[config.mk]
export PLATFORM = sky130hd
export DESIGN_NAME = slrb_top
export DESIGN_NICKNAME = d
export VERILOG_FILES = /design/src/slrb_pkg.sv /design/src/slrb_top.sv
export SDC_FILE = /design/constraint.sdc
export NUM_CORES = 1
export LEC_CHECK = 0
export BUFFER_PORTS_ARGS = -buffer_cell sky130_fd_sc_hd__buf_2
export CORE_MARGIN = 2
export CORE_UTILIZATION = 30
export DETAILED_ROUTE_END_ITERATION = 10
export PLACE_DENSITY = 0.45
export SYNTH_ARGS = -nofsm -noshare
export SYNTH_HDL_FRONTEND = slang
export SYNTH_SLANG_ARGS = --single-unit
[constraint.sdc]
create_clock -name hclk -period 2.3 [get_ports hclk]
set_input_delay 0.115 -clock hclk [delete_from_list [all_inputs] [get_ports hclk]]
set_output_delay 0.115 -clock hclk [all_outputs]
set_load 0.005 [all_outputs]
[src/slrb_pkg.sv]
// Constants, register map and state types of the front-panel supervisor.
// Assumes one free-running 100 MHz clock and a 32-bit AHB-Lite register bus.
// Operation
// [RULE1] Button holds count only while the selector is in halt.
// [RULE2] Under three seconds nothing; three to ten seconds blink red, reboot both engines.
// [RULE3] Over ten seconds red steady, factory restore clears data and both port setups.
// [RULE4] Processor lamps: off halted, green run, green blink locate, red error, both blink boot.
// [RULE5] I/O lamps: off unpowered, fast green stopped, green blink init, green working.
// [RULE6] I/O faults: init error, module alarm, comm fault, power or module overrun.
// [RULE7] Port one defaults to control program with lease, falls back to 0.0.0.0.
// [RULE8] Port two defaults to gateway with lease, falls back to 169.254.0.1.
// [RULE9] Button synchronised and debounced; hold timed press to release, acted on at release.
package slrb_pkg;
	localparam int unsigned CLK_HZ = 100_000_000;
	localparam int unsigned REBOOT_HOLD_S = 3;
	localparam int unsigned RESTORE_HOLD_S = 10;
	localparam int unsigned DEBOUNCE_MS = 20;
	localparam int unsigned BLINK_SLOW_MS = 500;
	localparam int unsigned BLINK_FAST_MS = 125;
	localparam int unsigned REBOOT_CYC = REBOOT_HOLD_S * CLK_HZ;
	localparam int unsigned RESTORE_CYC = RESTORE_HOLD_S * CLK_HZ;
	localparam int unsigned DEBOUNCE_CYC = DEBOUNCE_MS * (CLK_HZ / 1000);
	localparam int unsigned BLINK_SLOW_CYC = BLINK_SLOW_MS * (CLK_HZ / 1000);
	localparam int unsigned BLINK_FAST_CYC = BLINK_FAST_MS * (CLK_HZ / 1000);

	localparam logic [7:0] ADDR_CTRL = 8'h00;
	localparam logic [7:0] ADDR_STATUS = 8'h04;
	localparam logic [7:0] ADDR_IRQ_STAT = 8'h08;
	localparam logic [7:0] ADDR_IRQ_MASK = 8'h0C;
	localparam logic [7:0] ADDR_LEASE1 = 8'h10;
	localparam logic [7:0] ADDR_LEASE2 = 8'h14;
	localparam logic [7:0] ADDR_EFF1 = 8'h18;
	localparam logic [7:0] ADDR_EFF2 = 8'h1C;

	localparam int CPU_LSB = 0;
	localparam int IO_LSB = 4;
	localparam int LEASE1_OK_BIT = 8;
	localparam int LEASE2_OK_BIT = 9;
	localparam int ROLE1_GW_BIT = 12;
	localparam int ROLE2_CP_BIT = 13;
	localparam logic [31:0] CTRL_RESET = 32'h0000_0000;
	localparam logic [31:0] CTRL_MASK = 32'h0000_3377;

	localparam int IRQ_REBOOT = 0;
	localparam int IRQ_RESTORE = 1;
	localparam int IRQ_IGNORED = 2;
	localparam int IRQ_W = 3;

	localparam logic [31:0] FALLBACK_ADDR1 = 32'h0000_0000;
	localparam logic [31:0] FALLBACK_ADDR2 = 32'hA9FE_0001;
	localparam logic [2:0] HSIZE_WORD = 3'h2;

	typedef enum logic [2:0] {
		SLRB_CPU_HALT = 3'b000,
		SLRB_CPU_RUN = 3'b001,
		SLRB_CPU_LOCATE = 3'b010,
		SLRB_CPU_ERROR = 3'b011,
		SLRB_CPU_BOOT = 3'b100
	} slrb_cpu_t;

	typedef enum logic [2:0] {
		SLRB_IO_OFF = 3'b000,
		SLRB_IO_STOPPED = 3'b001,
		SLRB_IO_INIT = 3'b010,
		SLRB_IO_WORKING = 3'b011,
		SLRB_IO_INIT_ERR = 3'b100,
		SLRB_IO_ALARM = 3'b101,
		SLRB_IO_COMM_FAULT = 3'b110,
		SLRB_IO_OVERRUN = 3'b111
	} slrb_io_t;

	typedef enum logic [1:0] {
		SLRB_IDLE = 2'b00,
		SLRB_HOLD = 2'b01,
		SLRB_IGNORE = 2'b10
	} slrb_hold_t;
endpackage

[src/slrb_top.sv]
// Front-panel supervisor: button hold timing, lamp encoding, port fallback addresses.
// Assumes raw button and selector pins, and software on AHB-Lite feeding state codes.
//
// Our own choices: the placing of the registers and the AHB-Lite register port.
`timescale 1ns/1ps
module slrb_top #(
	parameter logic [31:0] REBOOT_CYC = slrb_pkg::REBOOT_CYC,
	parameter logic [31:0] RESTORE_CYC = slrb_pkg::RESTORE_CYC,
	parameter logic [31:0] DEBOUNCE_CYC = slrb_pkg::DEBOUNCE_CYC,
	parameter logic [31:0] BLINK_SLOW_CYC = slrb_pkg::BLINK_SLOW_CYC,
	parameter logic [31:0] BLINK_FAST_CYC = slrb_pkg::BLINK_FAST_CYC
) (
	// Clock and reset
	input wire logic hclk,
	input wire logic hresetn,
	// AHB-Lite slave
	input wire logic hsel,
	input wire logic [31:0] haddr,
	input wire logic [1:0] htrans,
	input wire logic hwrite,
	input wire logic [2:0] hsize,
	input wire logic [31:0] hwdata,
	input wire logic hready,
	output logic hreadyout,
	output logic hresp,
	output logic [31:0] hrdata,
	// Front panel pins
	input wire logic button_pin,
	input wire logic sel_run_pin,
	output logic cpu_green,
	output logic cpu_red,
	output logic io_green,
	output logic io_red,
	// System actions
	output logic reboot_pulse,
	output logic restore_pulse,
	output logic irq,
	// Network ports
	output logic eth1_gateway_role,
	output logic eth2_gateway_role,
	output logic [31:0] eth1_addr,
	output logic [31:0] eth2_addr
);
	logic btn_s1_q, btn_s2_q, sel_s1_q, sel_s2_q;
	logic [31:0] deb_cnt_q, deb_cnt_d;
	logic btn_db_q, btn_db_d;
	slrb_pkg::slrb_hold_t hold_st_q, hold_st_d;
	logic [31:0] hold_cnt_q, hold_cnt_d;
	logic reboot_q, reboot_d, restore_q, restore_d, ignored_d;
	logic [31:0] slow_cnt_q, slow_cnt_d, fast_cnt_q, fast_cnt_d;
	logic slow_q, slow_d, fast_q, fast_d;
	logic [31:0] ctrl_q, ctrl_d, lease1_q, lease1_d, lease2_q, lease2_d;
	logic [slrb_pkg::IRQ_W-1:0] irq_stat_q, irq_stat_d, irq_mask_q, irq_mask_d, irq_set;
	logic cpu_g_d, cpu_r_d, io_g_d, io_r_d, cpu_g_q, cpu_r_q, io_g_q, io_r_q;
	logic [31:0] eff1_d, eff2_d, eff1_q, eff2_q;
	logic wr_q, wr_d;
	logic [7:0] wa_q, wa_d;
	logic [31:0] rdata_q, rdata_d;
	logic ap_take;
	logic [31:0] status_w;

	// Pins cross into hclk; only the second stage is read
	always_ff @(posedge hclk or negedge hresetn) begin
		if (!hresetn) begin
			btn_s1_q <= 1'b0;
			btn_s2_q <= 1'b0;
			sel_s1_q <= 1'b0;
			sel_s2_q <= 1'b0;
		end else begin
			btn_s1_q <= button_pin; // RULE9
			btn_s2_q <= btn_s1_q;
			sel_s1_q <= sel_run_pin;
			sel_s2_q <= sel_s1_q;
		end
	end

	// Debounce, hold timing, blink dividers
	always_comb begin
		deb_cnt_d = 32'h0000_0000;
		btn_db_d = btn_db_q;
		if (btn_s2_q != btn_db_q) begin
			if (deb_cnt_q == DEBOUNCE_CYC - 32'h0000_0001) begin
				btn_db_d = btn_s2_q; // RULE9
			end else begin
				deb_cnt_d = deb_cnt_q + 32'h0000_0001;
			end
		end
		hold_st_d = hold_st_q;
		hold_cnt_d = hold_cnt_q;
		reboot_d = 1'b0;
		restore_d = 1'b0;
		ignored_d = 1'b0;
		case (hold_st_q)
			slrb_pkg::SLRB_IDLE: begin
				hold_cnt_d = 32'h0000_0000;
				if (btn_db_q) begin
					if (sel_s2_q) begin
						hold_st_d = slrb_pkg::SLRB_IGNORE; // RULE1
						ignored_d = 1'b1;
					end else begin
						hold_st_d = slrb_pkg::SLRB_HOLD;
					end
				end
			end
			slrb_pkg::SLRB_HOLD: begin
				if (sel_s2_q) begin
					hold_st_d = slrb_pkg::SLRB_IGNORE; // RULE1
					ignored_d = 1'b1;
				end else if (!btn_db_q) begin
					hold_st_d = slrb_pkg::SLRB_IDLE; // RULE9
					if (hold_cnt_q >= RESTORE_CYC) begin
						restore_d = 1'b1; // RULE3
					end else if (hold_cnt_q >= REBOOT_CYC) begin
						reboot_d = 1'b1; // RULE2
					end
				end else if (hold_cnt_q < RESTORE_CYC) begin
					hold_cnt_d = hold_cnt_q + 32'h0000_0001;
				end
			end
			slrb_pkg::SLRB_IGNORE: begin
				hold_cnt_d = 32'h0000_0000;
				if (!btn_db_q) begin
					hold_st_d = slrb_pkg::SLRB_IDLE;
				end
			end
			default: begin
				hold_st_d = slrb_pkg::SLRB_IDLE;
				hold_cnt_d = 32'h0000_0000;
			end
		endcase
		slow_cnt_d = slow_cnt_q + 32'h0000_0001;
		slow_d = slow_q;
		if (slow_cnt_q >= BLINK_SLOW_CYC - 32'h0000_0001) begin
			slow_cnt_d = 32'h0000_0000;
			slow_d = !slow_q;
		end
		fast_cnt_d = fast_cnt_q + 32'h0000_0001;
		fast_d = fast_q;
		if (fast_cnt_q >= BLINK_FAST_CYC - 32'h0000_0001) begin
			fast_cnt_d = 32'h0000_0000;
			fast_d = !fast_q;
		end
	end

	always_ff @(posedge hclk or negedge hresetn) begin
		if (!hresetn) begin
			deb_cnt_q <= 32'h0000_0000;
			btn_db_q <= 1'b0;
			hold_st_q <= slrb_pkg::SLRB_IDLE;
			hold_cnt_q <= 32'h0000_0000;
			reboot_q <= 1'b0;
			restore_q <= 1'b0;
			slow_cnt_q <= 32'h0000_0000;
			fast_cnt_q <= 32'h0000_0000;
			slow_q <= 1'b0;
			fast_q <= 1'b0;
		end else begin
			deb_cnt_q <= deb_cnt_d;
			btn_db_q <= btn_db_d;
			hold_st_q <= hold_st_d;
			hold_cnt_q <= hold_cnt_d;
			reboot_q <= reboot_d;
			restore_q <= restore_d;
			slow_cnt_q <= slow_cnt_d;
			fast_cnt_q <= fast_cnt_d;
			slow_q <= slow_d;
			fast_q <= fast_d;
		end
	end

	// Lamp encoding and port addresses
	always_comb begin
		cpu_g_d = 1'b0;
		cpu_r_d = 1'b0;
		case (ctrl_q[slrb_pkg::CPU_LSB +: 3])
			slrb_pkg::SLRB_CPU_RUN: cpu_g_d = 1'b1; // RULE4
			slrb_pkg::SLRB_CPU_LOCATE: cpu_g_d = slow_q; // RULE4
			slrb_pkg::SLRB_CPU_ERROR: cpu_r_d = 1'b1; // RULE4
			slrb_pkg::SLRB_CPU_BOOT: begin
				cpu_g_d = slow_q; // RULE4
				cpu_r_d = slow_q;
			end
			default: cpu_g_d = 1'b0;
		endcase
		// Hold feedback overrides the red lamp so the user knows when to let go
		if (hold_st_q == slrb_pkg::SLRB_HOLD) begin
			if (hold_cnt_q >= RESTORE_CYC) begin
				cpu_r_d = 1'b1; // RULE3
			end else if (hold_cnt_q >= REBOOT_CYC) begin
				cpu_r_d = slow_q; // RULE2
			end
		end
		io_g_d = 1'b0;
		io_r_d = 1'b0;
		case (ctrl_q[slrb_pkg::IO_LSB +: 3])
			slrb_pkg::SLRB_IO_STOPPED: io_g_d = fast_q; // RULE5
			slrb_pkg::SLRB_IO_INIT: io_g_d = slow_q; // RULE5
			slrb_pkg::SLRB_IO_WORKING: io_g_d = 1'b1; // RULE5
			slrb_pkg::SLRB_IO_INIT_ERR: begin
				io_g_d = slow_q; // RULE6
				io_r_d = 1'b1;
			end
			slrb_pkg::SLRB_IO_ALARM: begin
				io_g_d = 1'b1; // RULE6
				io_r_d = slow_q;
			end
			slrb_pkg::SLRB_IO_COMM_FAULT: begin
				io_g_d = 1'b1; // RULE6
				io_r_d = 1'b1;
			end
			slrb_pkg::SLRB_IO_OVERRUN: begin
				io_g_d = slow_q; // RULE6
				io_r_d = slow_q;
			end
			default: io_g_d = 1'b0;
		endcase
		eff1_d = ctrl_q[slrb_pkg::LEASE1_OK_BIT] ? lease1_q : slrb_pkg::FALLBACK_ADDR1; // RULE7
		eff2_d = ctrl_q[slrb_pkg::LEASE2_OK_BIT] ? lease2_q : slrb_pkg::FALLBACK_ADDR2; // RULE8
	end

	always_ff @(posedge hclk or negedge hresetn) begin
		if (!hresetn) begin
			cpu_g_q <= 1'b0;
			cpu_r_q <= 1'b0;
			io_g_q <= 1'b0;
			io_r_q <= 1'b0;
			eff1_q <= slrb_pkg::FALLBACK_ADDR1;
			eff2_q <= slrb_pkg::FALLBACK_ADDR2;
		end else begin
			cpu_g_q <= cpu_g_d;
			cpu_r_q <= cpu_r_d;
			io_g_q <= io_g_d;
			io_r_q <= io_r_d;
			eff1_q <= eff1_d;
			eff2_q <= eff2_d;
		end
	end

	// Bus slave: zero wait states, reads fetched in the address phase
	assign ap_take = hsel && hready && htrans[1];
	assign status_w = {27'h000_0000, hold_st_q == slrb_pkg::SLRB_IGNORE,
		hold_st_q == slrb_pkg::SLRB_HOLD, sel_s2_q, btn_db_q, hold_cnt_q >= REBOOT_CYC};
	assign irq_set = {ignored_d, restore_d, reboot_d};

	always_comb begin
		wr_d = ap_take && hwrite && (hsize == slrb_pkg::HSIZE_WORD);
		wa_d = haddr[7:0];
		rdata_d = 32'h0000_0000;
		if (ap_take && !hwrite && (haddr[31:8] == 24'h00_0000)) begin
			case (haddr[7:0])
				slrb_pkg::ADDR_CTRL: rdata_d = ctrl_q;
				slrb_pkg::ADDR_STATUS: rdata_d = status_w;
				slrb_pkg::ADDR_IRQ_STAT: rdata_d = {29'h0000_0000, irq_stat_q};
				slrb_pkg::ADDR_IRQ_MASK: rdata_d = {29'h0000_0000, irq_mask_q};
				slrb_pkg::ADDR_LEASE1: rdata_d = lease1_q;
				slrb_pkg::ADDR_LEASE2: rdata_d = lease2_q;
				slrb_pkg::ADDR_EFF1: rdata_d = eff1_q;
				slrb_pkg::ADDR_EFF2: rdata_d = eff2_q;
				default: rdata_d = 32'h0000_0000;
			endcase
		end
		ctrl_d = ctrl_q;
		lease1_d = lease1_q;
		lease2_d = lease2_q;
		irq_mask_d = irq_mask_q;
		irq_stat_d = irq_stat_q;
		if (wr_q) begin
			case (wa_q)
				slrb_pkg::ADDR_CTRL: ctrl_d = hwdata & slrb_pkg::CTRL_MASK;
				slrb_pkg::ADDR_LEASE1: lease1_d = hwdata;
				slrb_pkg::ADDR_LEASE2: lease2_d = hwdata;
				slrb_pkg::ADDR_IRQ_MASK: irq_mask_d = hwdata[slrb_pkg::IRQ_W-1:0];
				slrb_pkg::ADDR_IRQ_STAT: irq_stat_d = irq_stat_q & ~hwdata[slrb_pkg::IRQ_W-1:0];
				default: ctrl_d = ctrl_q;
			endcase
		end
		// New events win over a clear in the same cycle
		irq_stat_d = irq_stat_d | irq_set;
		// Restore beats any software write to CTRL or a lease landing in the same cycle
		if (restore_q) begin
			ctrl_d = slrb_pkg::CTRL_RESET; // RULE3
			lease1_d = 32'h0000_0000;
			lease2_d = 32'h0000_0000;
		end
	end

	always_ff @(posedge hclk or negedge hresetn) begin
		if (!hresetn) begin
			wr_q <= 1'b0;
			wa_q <= 8'h00;
			rdata_q <= 32'h0000_0000;
			ctrl_q <= slrb_pkg::CTRL_RESET;
			lease1_q <= 32'h0000_0000;
			lease2_q <= 32'h0000_0000;
			irq_stat_q <= '0;
			irq_mask_q <= '0;
		end else begin
			wr_q <= wr_d;
			wa_q <= wa_d;
			rdata_q <= rdata_d;
			ctrl_q <= ctrl_d;
			lease1_q <= lease1_d;
			lease2_q <= lease2_d;
			irq_stat_q <= irq_stat_d;
			irq_mask_q <= irq_mask_d;
		end
	end

	assign hreadyout = 1'b1;
	assign hresp = 1'b0;
	assign hrdata = rdata_q;
	assign irq = |(irq_stat_q & irq_mask_q);
	assign cpu_green = cpu_g_q;
	assign cpu_red = cpu_r_q;
	assign io_green = io_g_q;
	assign io_red = io_r_q;
	assign reboot_pulse = reboot_q;
	assign restore_pulse = restore_q;
	assign eth1_gateway_role = ctrl_q[slrb_pkg::ROLE1_GW_BIT]; // RULE7
	assign eth2_gateway_role = !ctrl_q[slrb_pkg::ROLE2_CP_BIT]; // RULE8
	assign eth1_addr = eff1_q;
	assign eth2_addr = eff2_q;

	a_run_no_action: assert property (@(posedge hclk) disable iff (!hresetn) // RULE1
		(hold_st_q != slrb_pkg::SLRB_HOLD) |=> !reboot_q && !restore_q)
		else $error("action without a halt-position hold");
	a_short_hold_quiet: assert property (@(posedge hclk) disable iff (!hresetn) // RULE2
		(hold_st_q == slrb_pkg::SLRB_HOLD && !btn_db_q && !sel_s2_q && hold_cnt_q < REBOOT_CYC)
		|=> !reboot_q && !restore_q)
		else $error("short hold caused an action");
	a_mid_hold_reboot: assert property (@(posedge hclk) disable iff (!hresetn) // RULE2
		reboot_q |-> $past(hold_cnt_q) >= REBOOT_CYC && $past(hold_cnt_q) < RESTORE_CYC)
		else $error("reboot outside the reboot window");
	a_long_hold_red: assert property (@(posedge hclk) disable iff (!hresetn) // RULE3
		(hold_st_q == slrb_pkg::SLRB_HOLD && hold_cnt_q >= RESTORE_CYC) |=> cpu_red)
		else $error("red lamp not steady on long hold");
	a_restore_clears: assert property (@(posedge hclk) disable iff (!hresetn) // RULE3
		restore_q |=> ctrl_q == slrb_pkg::CTRL_RESET && lease1_q == 32'h0000_0000)
		else $error("restore left settings in place");
	a_cpu_run_lamp: assert property (@(posedge hclk) disable iff (!hresetn) // RULE4
		(ctrl_q[2:0] == slrb_pkg::SLRB_CPU_RUN && hold_st_q != slrb_pkg::SLRB_HOLD)
		|=> cpu_green && !cpu_red)
		else $error("run state lamps wrong");
	a_io_work_lamp: assert property (@(posedge hclk) disable iff (!hresetn) // RULE5
		(ctrl_q[6:4] == slrb_pkg::SLRB_IO_WORKING) |=> io_green && !io_red)
		else $error("io working lamps wrong");
	a_io_comm_lamp: assert property (@(posedge hclk) disable iff (!hresetn) // RULE6
		(ctrl_q[6:4] == slrb_pkg::SLRB_IO_COMM_FAULT) |=> io_green && io_red)
		else $error("io comm fault lamps wrong");
	a_eth1_fallback: assert property (@(posedge hclk) disable iff (!hresetn) // RULE7
		!ctrl_q[slrb_pkg::LEASE1_OK_BIT] |=> eth1_addr == slrb_pkg::FALLBACK_ADDR1)
		else $error("port one fallback address wrong");
	a_eth2_fallback: assert property (@(posedge hclk) disable iff (!hresetn) // RULE8
		!ctrl_q[slrb_pkg::LEASE2_OK_BIT] |=> eth2_addr == slrb_pkg::FALLBACK_ADDR2)
		else $error("port two fallback address wrong");
	a_debounce_wait: assert property (@(posedge hclk) disable iff (!hresetn) // RULE9
		$changed(btn_db_q) |-> $past(deb_cnt_q) == DEBOUNCE_CYC - 32'h0000_0001)
		else $error("debounced button changed early");
	c_reboot: cover property (@(posedge hclk) disable iff (!hresetn) reboot_q);
	c_restore: cover property (@(posedge hclk) disable iff (!hresetn) restore_q);
	c_ignored: cover property (@(posedge hclk) disable iff (!hresetn)
		hold_st_q == slrb_pkg::SLRB_IGNORE);
	c_irq: cover property (@(posedge hclk) disable iff (!hresetn) irq);
endmodule

-- Word level (Yosys, flattened, before mapping)
Cells that the tools add are included.
- register bits: 350
- bits in latches: 0
- memory bits (writable): 0
- ROM bits: 0
- input port bits: 76
- output and inout bits: 107
- word-level logic and storage cells: 149
- memories kept: 0
- $add $sub $neg: 4
- multiply operators: 0
- divide/modulo/power cells: 0
- order comparisons: 5
- eq/ne operators: 31
- shift-type cells: 0
- multiplexer cells: 47
- bitwise logic cells: 4
- reductions and logical operators: 30
- operators with widths (kind ; count):
    $mux 32 ; 20
    $pmux 32 s8 ; 1
    $add 32x1->32 const B ; 4
    $eq 8x5->1 const B ; 6
    $eq 32x21->1 const B ; 1
    $eq 8x4->1 const B ; 4
    $ge 32x24->1 const B ; 1
    $ge 32x26->1 const B ; 1
    $ge 32x29->1 const B ; 1
    $ge 32x30->1 const B ; 1
    $lt 32x30->1 const B ; 1
    $logic_not 24->1 ; 1
    $logic_not 8->1 ; 2
    $eq 3x2->1 const B ; 5
    $eq 3x3->1 const B ; 5
    $mux 1 ; 14
    $reduce_and 2->1 ; 5
    $reduce_or 3->1 ; 3
    $eq 8x3->1 const B ; 1
    $mux 2 ; 4
    $pmux 1 s2 ; 4
    $reduce_bool 2->1 ; 4
    $and 3x3->3 ; 2
    $eq 3x1->1 const B ; 2
    other kinds (15) ; 28

-- Longest topological paths before layout
Gate-level depths: netlist of the first run.
- depth after elaboration: 7
- mapped depth: 8
- gate-level depth less buffers: 6

-- Worst setup path after synthesis of the first run
OpenSTA, ideal clock, no wires.
- path kind: register -> register
- from: register fast_cnt_q[9]
- to: register fast_cnt_q[10]
- setup time: 0.069 ns
- arrival: 1.929 ns
- required time: 2.231 ns
- setup slack: 0.302 ns
- stages on the path, launching flop included: 7
- path buffers: 1
- cell sequence: dfrtp_1 > or4_1 > o311a_1 > a211oi_2 > o2111ai_4 > buf_6 > nor2_2
- word-level cells in the longest chain between the ends: 2
- elaborated cells between the ends (all ways): 3
- RTL lines (element ; line ; RTL):
    start: declaration ; slrb_top.sv:50 ; logic [31:0] slow_cnt_q, slow_cnt_d, fast_cnt_q, fast_cnt_d;
    start signal: assignment ; slrb_top.sv:165 ; fast_cnt_q <= fast_cnt_d;
    $add 32x1->32 or $ge 32x24->1 (tied branches) ; slrb_top.sv:137, slrb_top.sv:139 ;
    $mux 32 * ; slrb_top.sv:139 ; if (fast_cnt_q >= BLINK_FAST_CYC - 32'h0000_0001) begin
    named net fast_cnt_d[10] ; slrb_top.sv:50 ;
The timed path passes the listed nets; every way through them passes the cells marked *.
A chain may end at the register's enable or synchronous reset.

-- Worst setup path in the final report of the first run
- from: register hold_cnt_q[9]
- to: register hold_cnt_q[24]
- word-level cells in the longest chain between the ends: 5
- elaborated cells between the ends (all ways): 8
- RTL lines (element ; line ; RTL):
    start: declaration ; slrb_top.sv:48 ; logic [31:0] hold_cnt_q, hold_cnt_d;
    start signal: assignment ; slrb_top.sv:161 ; hold_cnt_q <= hold_cnt_d;
    $add 32x1->32 ; slrb_top.sv:117 ; hold_cnt_d = hold_cnt_q + 32'h0000_0001;
    $mux 32 ; slrb_top.sv:116 ; end else if (hold_cnt_q < RESTORE_CYC) begin
    $mux 32 ; slrb_top.sv:109 ; end else if (!btn_db_q) begin
    $mux 32 ; slrb_top.sv:106 ; if (sel_s2_q) begin
    $mux 32 ; slrb_top.sv:93 ; case (hold_st_q)
Several ways; a longest one is shown, not always the timed one. The select of a mux whose other input is x is not followed.

==> flow_summary.json, run 1 <==
{
  "drv_slew": 0,
  "cts.path.max_buffers": 3,
  "worstPathRequired_ns": 2.73,
  "cts_tree": "yes",
  "antenna_found_initial": 3,
  "startpoint_type": "flip-flop",
  "syn_area_um2": 14400,
  "area_growth_pct": 27.8,
  "synthTopCellsByCount": "dfrtp_1 (316), nand2_1 (213), a21oi_1 (123), nor2_1 (92), clkbuf_1 (66)",
  "wl_met1_um": 19100,
  "dr_wl_met2_um": 20300,
  "die_area_um2": 49900,
  "worst_skew_pair.late_latency_ns": 0.56,
  "wl_met3_um": 2190,
  "async_flop_share": 1.00,
  "yosysTopAreaCellShare": 0.547,
  "drive_above_1_share": 0.215,
  "cts-buffers-inserted": 40,
  "finalPower_mw": 13.4,
  "drt_iter0_markers": 754,
  "drtAntennaViolNets": 0,
  "synth_area_per_cell_um2": 10.4,
  "hpwlAfterDp_um": 27900,
  "setup_viol": 0,
  "synth_most_common_cell": "dfrtp_1",
  "coreArea_um2": 47600,
  "routed.top_layer": "met5",
  "crit_family": "compound AO/OA/AOI/OAI gates",
  "drc": 0,
  "wl_per_cell_um": 18.4,
  "seq_area_frac_synth": 0.569,
  "finalSetupTns_ns": 0,
  "tightest_slew_ns": 0.615,
  "peakVddDrop_uv": 562,
  "finClkSkew_ns": 0.0269,
  "min-delay-path-class": "in2reg",
  "yosysWarnings": 0,
  "period_needed_ns": 2.19,
  "hold_viol_final": 0,
  "critical_path.max_stage_delay_ns": 0.54,
  "p_per_area_nw_per_um2": 724,
  "ys_seq_elements": 328,
  "cpMaxStageDelayCell": "a311oi_4",
  "ios": 183,
  "synth_top_area_cell": "dfrtp_1",
  "worstSetupPathType": "reg2reg",
  "synth-edff-count": 0,
  "root_buffer": "clkbuf_16",
  "cts.clk_slew.worst_paths_ns": 0.06,
  "max_freq_ghz": 0.457,
  "grt_start_max_net_pins": 66,
  "die_h_um": 223,
  "end_kind": "flip-flop",
  "grt-ovfl-total": 0,
  "synth.area.top_cells": "dfrtp_1 (55%), nand2_1 (5.5%), a21oi_1 (4.3%), and2_1 (2.6%), nor2_1 (2.4%)",
  "outcome": "finished, final reports clean",
  "worstPathMaxFanout": 9,
  "grt_util_all_layers": 0.173,
  "period_share": 0.951,
  "io_buffer_count": 179,
  "vias_per_cell": 4.92,
  "synth_flop_cell": "dfrtp_1",
  "path_cells": "o21ai_0 -> a2111o_1 -> a311oi_4 -> buf_4 -> o311ai_1 -> o41ai_1",
  "drv_cap": 0,
  "floorplan.initialDensity": 0.303,
  "gp_congestion": 0.789,
  "num_rows": 80,
  "antenna_cells": 0,
  "grt_pass1_wl_um": 67900,
  "first_global_vias": 11700,
  "drtPass1Iterations": 6,
  "relSlewSlack": 0.590,
  "dieWidth_um": 223,
  "post_cts_buffers": 0,
  "rsz0062_at_grt": "false",
  "arrival_ns": 2.62,
  "cts_num_sinks": 328,
  "nets": 1745,
  "synth_cell_types": 73,
  "synthCells": 1395,
  "power_leakage_nw": 7.86,
  "wl_um": 42600,
  "cts_max_level": 2,
  "path_buf_inv": 1,
  "vias": 11400
}
## through the flow
stage / hold slack, ns / area (um^2) / worst slack, ns / util / instances
after global placement: 0.0906 / 16600 / 0.137 / 0.347 / 2192
after detailed placement: 0.0931 / 16600 / 0.0791 / 0.347 / 2192
after global routing: 0.0589 / 18500 / 0.0199 / 0.388 / 2310
after CTS: 0.0437 / 18400 / 0.0255 / 0.387 / 2310
after floorplan: -0.181 / 14500 / 0.302 / - / 1409
final: 0.0815 / 18500 / 0.112 / 0.388 / 2310
## cells by family after synthesis
kind of cell / share of synthesized area
and+or+nand+nor: 0.225
DFF: 0.569
AOI/OAI and AO/OA: 0.102
buffers and inverters: 0.0273
xor gates and xnor gates: 0.0443
muxes: 0.0275
adders and majority gates: 0.00433
other: 0.000520
## sequential cells by signal (all words and copies together), names as in the netlist, 2 cells and up
register    count
lease2_q       32
irq_mask_q      3
hold_cnt_q     32
deb_cnt_q      32
hold_st_q       2
eth2_addr      32
lease1_q       32
irq_stat_q      3
ctrl_q         10
slow_cnt_q     32
wa_q            8
hrdata         32
eth1_addr      32
fast_cnt_q     32
## cells in the final DEF (no fill, tap or decap), types with 5 or more instances in the layout
cell type and n:
o31ai_1 13, and3_1 18, mux2i_1 24, xor2_1 34, nor4_1 19, xnor2_1 39, nand2_1 213, nor2_1 91
dfstp_2 12, nand4_1 31, or3_1 12, and4_1 13, nand2b_1 32, dfrtp_1 315, or4_1 14, clkinv_2 5
nor2b_1 7, o21ai_0 8, inv_1 16, clkbuf_8 10, buf_2 178, dlygate4sd3_1 45, and2_1 61, a21oi_1 122
a22oi_1 14, buf_4 53, clkbuf_1 7, bufinv_16 7, clkbuf_16 40, conb_1 16, nor4b_1 7, ha_1 5
nand3_1 39, mux2_1 12, nor2_2 21, buf_12 13, o21ai_1 6, nor3_1 21, a222oi_1 25
## area by class of cell
cell class | instances | area, um^2
sequential | 328 | 8220
timing repair buffer | 290 | 2010
clock buffer | 57 | 1160
multi-input combinational | 987 | 5950
inverter | 17 | 63.8
clock inverter | 16 | 277
tap | 615 | 769
fill | 4808 | 29200
## metal layers
layer | GRT usage | up-vias
li1 | - | 5421
met1 | 0.230 | 5662
met2 | 0.287 | 215
met3 | 0.0378 | 58
met4 | 0.0454 | 2
met5 | 0 | -
## path summary, 6_finish.rpt
path                          startpoint              to  slack, ns  cells past startpoint
max                        hold_cnt_q[9]  hold_cnt_q[24]       0.11                      6
min                             haddr[4]         wa_q[4]       0.08                      2
max in group asynchronous        hresetn  slow_cnt_q[18]       1.39                      3
min reg2reg                     btn_s1_q        btn_s2_q       0.35                      0
min in group asynchronous        hresetn       hrdata[0]       0.10                      2
max reg2reg                hold_cnt_q[9]  hold_cnt_q[24]       0.11                      6
## timing repair
action,CTS,global route
endpoints found under the hold margin,373,0
setup endpoints to repair,0,16
resized for setup,0,3
hold buffers,45,0
## worst register-to-register path: cells and delay by family, from the launching register on
| family | cells | cell delay [ns] |
|---|---|---|
| compound gates | 5 | 1.39 |
| flops | 1 | 0.44 |
| buf+inv | 1 | 0.26 |
## power by group
group          leakage, nW  internal (mW)  total, mW  switching, mW
Clock                0.707           4.32       6.81           2.49
Combinational         3.18          0.250      0.576          0.326
Sequential            3.98           5.89       5.99          0.103
Total                 7.86           10.5       13.4           2.92
Note: power is estimated with default switching activity, not from simulation.
==> inputs of run 2 (changes only) <==
--- a/config.mk
+++ b/config.mk
@@ -5,11 +5,11 @@
 export SDC_FILE = /design/constraint.sdc
 export NUM_CORES = 1
 export LEC_CHECK = 0
-export BUFFER_PORTS_ARGS = -buffer_cell sky130_fd_sc_hd__buf_2
 export CORE_MARGIN = 2
 export CORE_UTILIZATION = 30
 export DETAILED_ROUTE_END_ITERATION = 10
-export PLACE_DENSITY = 0.45
+export DONT_BUFFER_PORTS = 1
+export PLACE_DENSITY = 0.42
 export SYNTH_ARGS = -nofsm -noshare
 export SYNTH_HDL_FRONTEND = slang
 export SYNTH_SLANG_ARGS = --single-unit
==> flow_summary.json, run 2 (synthesis results as in run 1) <==
{
  "worstSetupPathType": "reg2reg",
  "drv_slew": 0,
  "worstPathMaxFanout": 10,
  "io_buffer_count": 0,
  "finalNonFillerCells": 2134,
  "period_share": 0.957,
  "final_common_cell": "dfrtp_1",
  "root_buffer": "clkbuf_16",
  "area_growth_pct": 20.2,
  "gr-usage-met1": 0.231,
  "max_freq_ghz": 0.454,
  "crit_family": "compound AO/OA/AOI/OAI gates",
  "coreArea_um2": 47600,
  "cts-buffers-inserted": 40,
  "drt_iter0_markers": 751,
  "power_leakage_nw": 7.04,
  "grt_start_max_net_pins": 329,
  "finalSetupTns_ns": 0,
  "hpwlAfterDp_um": 26900,
  "grtUsageMet2": 0.278,
  "dp_cells": 2015,
  "finClkSkew_ns": 0.0240,
  "grt_pass1_wl_um": 67000,
  "first_global_vias": 11000,
  "rsz0062_at_grt": "true",
  "startpoint_type": "flip-flop",
  "outcome": "complete, but fails checks",
  "drv_cap": 0,
  "p_per_area_nw_per_um2": 724,
  "vias_per_cell": 4.99,
  "period_needed_ns": 2.20,
  "finalPower_mw": 12.6,
  "antenna_cells": 0,
  "drc": 0,
  "top_usage_layer": "met2",
  "min-delay-path-class": "in2async",
  "ctsHoldBuffers": 46,
  "grt_util_all_layers": 0.173,
  "cts_num_sinks": 328,
  "antenna_found_initial": 2,
  "worst_skew_pair.late_latency_ns": 0.57,
  "grt-ovfl-total": 0,
  "die_area_um2": 49900,
  "wl_per_cell_um": 19.9,
  "cts.clk_slew.worst_paths_ns": 0.05,
  "num_rows": 80,
  "nets": 1569,
  "final_cell_mix": "dfrtp_1 (315), nand2_1 (213), a21oi_1 (122)",
  "arrival_ns": 2.69,
  "ios": 183,
  "cts_max_level": 2,
  "setup_viol": 0,
  "drtPass1Iterations": 5,
  "met3_usage": 0.0499,
  "path_cells": "or4_1 -> o311a_1 -> a211oi_2 -> o2111ai_4 -> buf_4 -> nor2_2",
  "relSlewSlack": 0.206,
  "gp_congestion": 0.779,
  "worstPathRequired_ns": 2.78,
  "dieWidth_um": 223,
  "peakVddDrop_uv": 574,
  "end_kind": "flip-flop",
  "cts.path.max_buffers": 3,
  "floorplan.initialDensity": 0.303,
  "tightest_slew_ns": 1.19,
  "vias": 10700,
  "drive_above_1_share": 0.121,
  "drtAntennaViolNets": 0,
  "path_buf_inv": 1,
  "critical_path.max_stage_delay_ns": 0.54,
  "die_h_um": 223,
  "cpMaxStageDelayCell": "or4_1",
  "cts_tree": "yes",
  "wl_um": 42500,
  "violations": "negative hold slack",
  "hold_viol_final": 328,
  "whs_ns": -0.701
}
-- run 2: cell count changes in the layout (fill, tap and decap cells not counted), moves of 2 or more --
cell and delta:
bufinv_16 -6, buf_12 -6, clkinv_2 +2, buf_4 +8
buf_2 -178, clkbuf_1 +3
-- run 2: cell type report --
cell class | count | area, um^2
flip-flops and latches | 328 | 8220
fillers | 4776 | 30300
clock inverters | 12 | 118
clock buffers | 61 | 1190
inverters | 17 | 63.8
repair buffers | 114 | 1060
multi-input cells | 987 | 5940
well taps | 615 | 769
-- run 2: what timing repair did --
action,4_1_cts,5_1_grt
resized for setup,0,1
setup buffers,0,0
endpoints found under the hold margin,428,328
endpoints found under the setup margin,0,15
-- run 2: power by group --
group	switching, mW	internal, mW	leakage, nW
combinational	0.149	0.146	2.41
clock	2.55	3.70	0.647
sequential	0.130	5.89	3.98
total	2.83	9.74	7.04
-- run 2: per-layer routing --
layer,routed length [um],up-vias,share of wire
li1,-,5059,-
met1,18900,5338,0.44
met2,20200,200,0.47
met3,2560,59,0.060
met4,848,2,0.020
met5,13,-,0.00031
-- run 2: metrics by stage --
step | hold WS [ns] | area, um^2 | setup WS, ns | utilization
finish | -0.701 | 17400 | 0.0985 | 0.364
global placement | -0.144 | 15600 | 0.0797 | 0.327
CTS | -0.757 | 17400 | 0.0553 | 0.364
detailed placement | -0.143 | 15600 | 0.0685 | 0.327
global route | -0.748 | 17400 | -0.00990 | 0.364
floorplan | -0.181 | 14500 | 0.302 | -
-- run 2: worst paths after layout --
path	from	end	slack [ns]	cells past startpoint
worst min-delay path	hresetn	sel_s2_q	-0.70	0
worst min register to register	btn_s1_q	btn_s2_q	0.35	0
worst max-delay path	fast_cnt_q[9]	fast_cnt_q[14]	0.1	6
max in group asynchronous	hresetn	slow_cnt_q[28]	2.07	0
worst max register to register	fast_cnt_q[9]	fast_cnt_q[14]	0.1	6
min in group hclk	haddr[18]	hrdata[4]	0.04	4
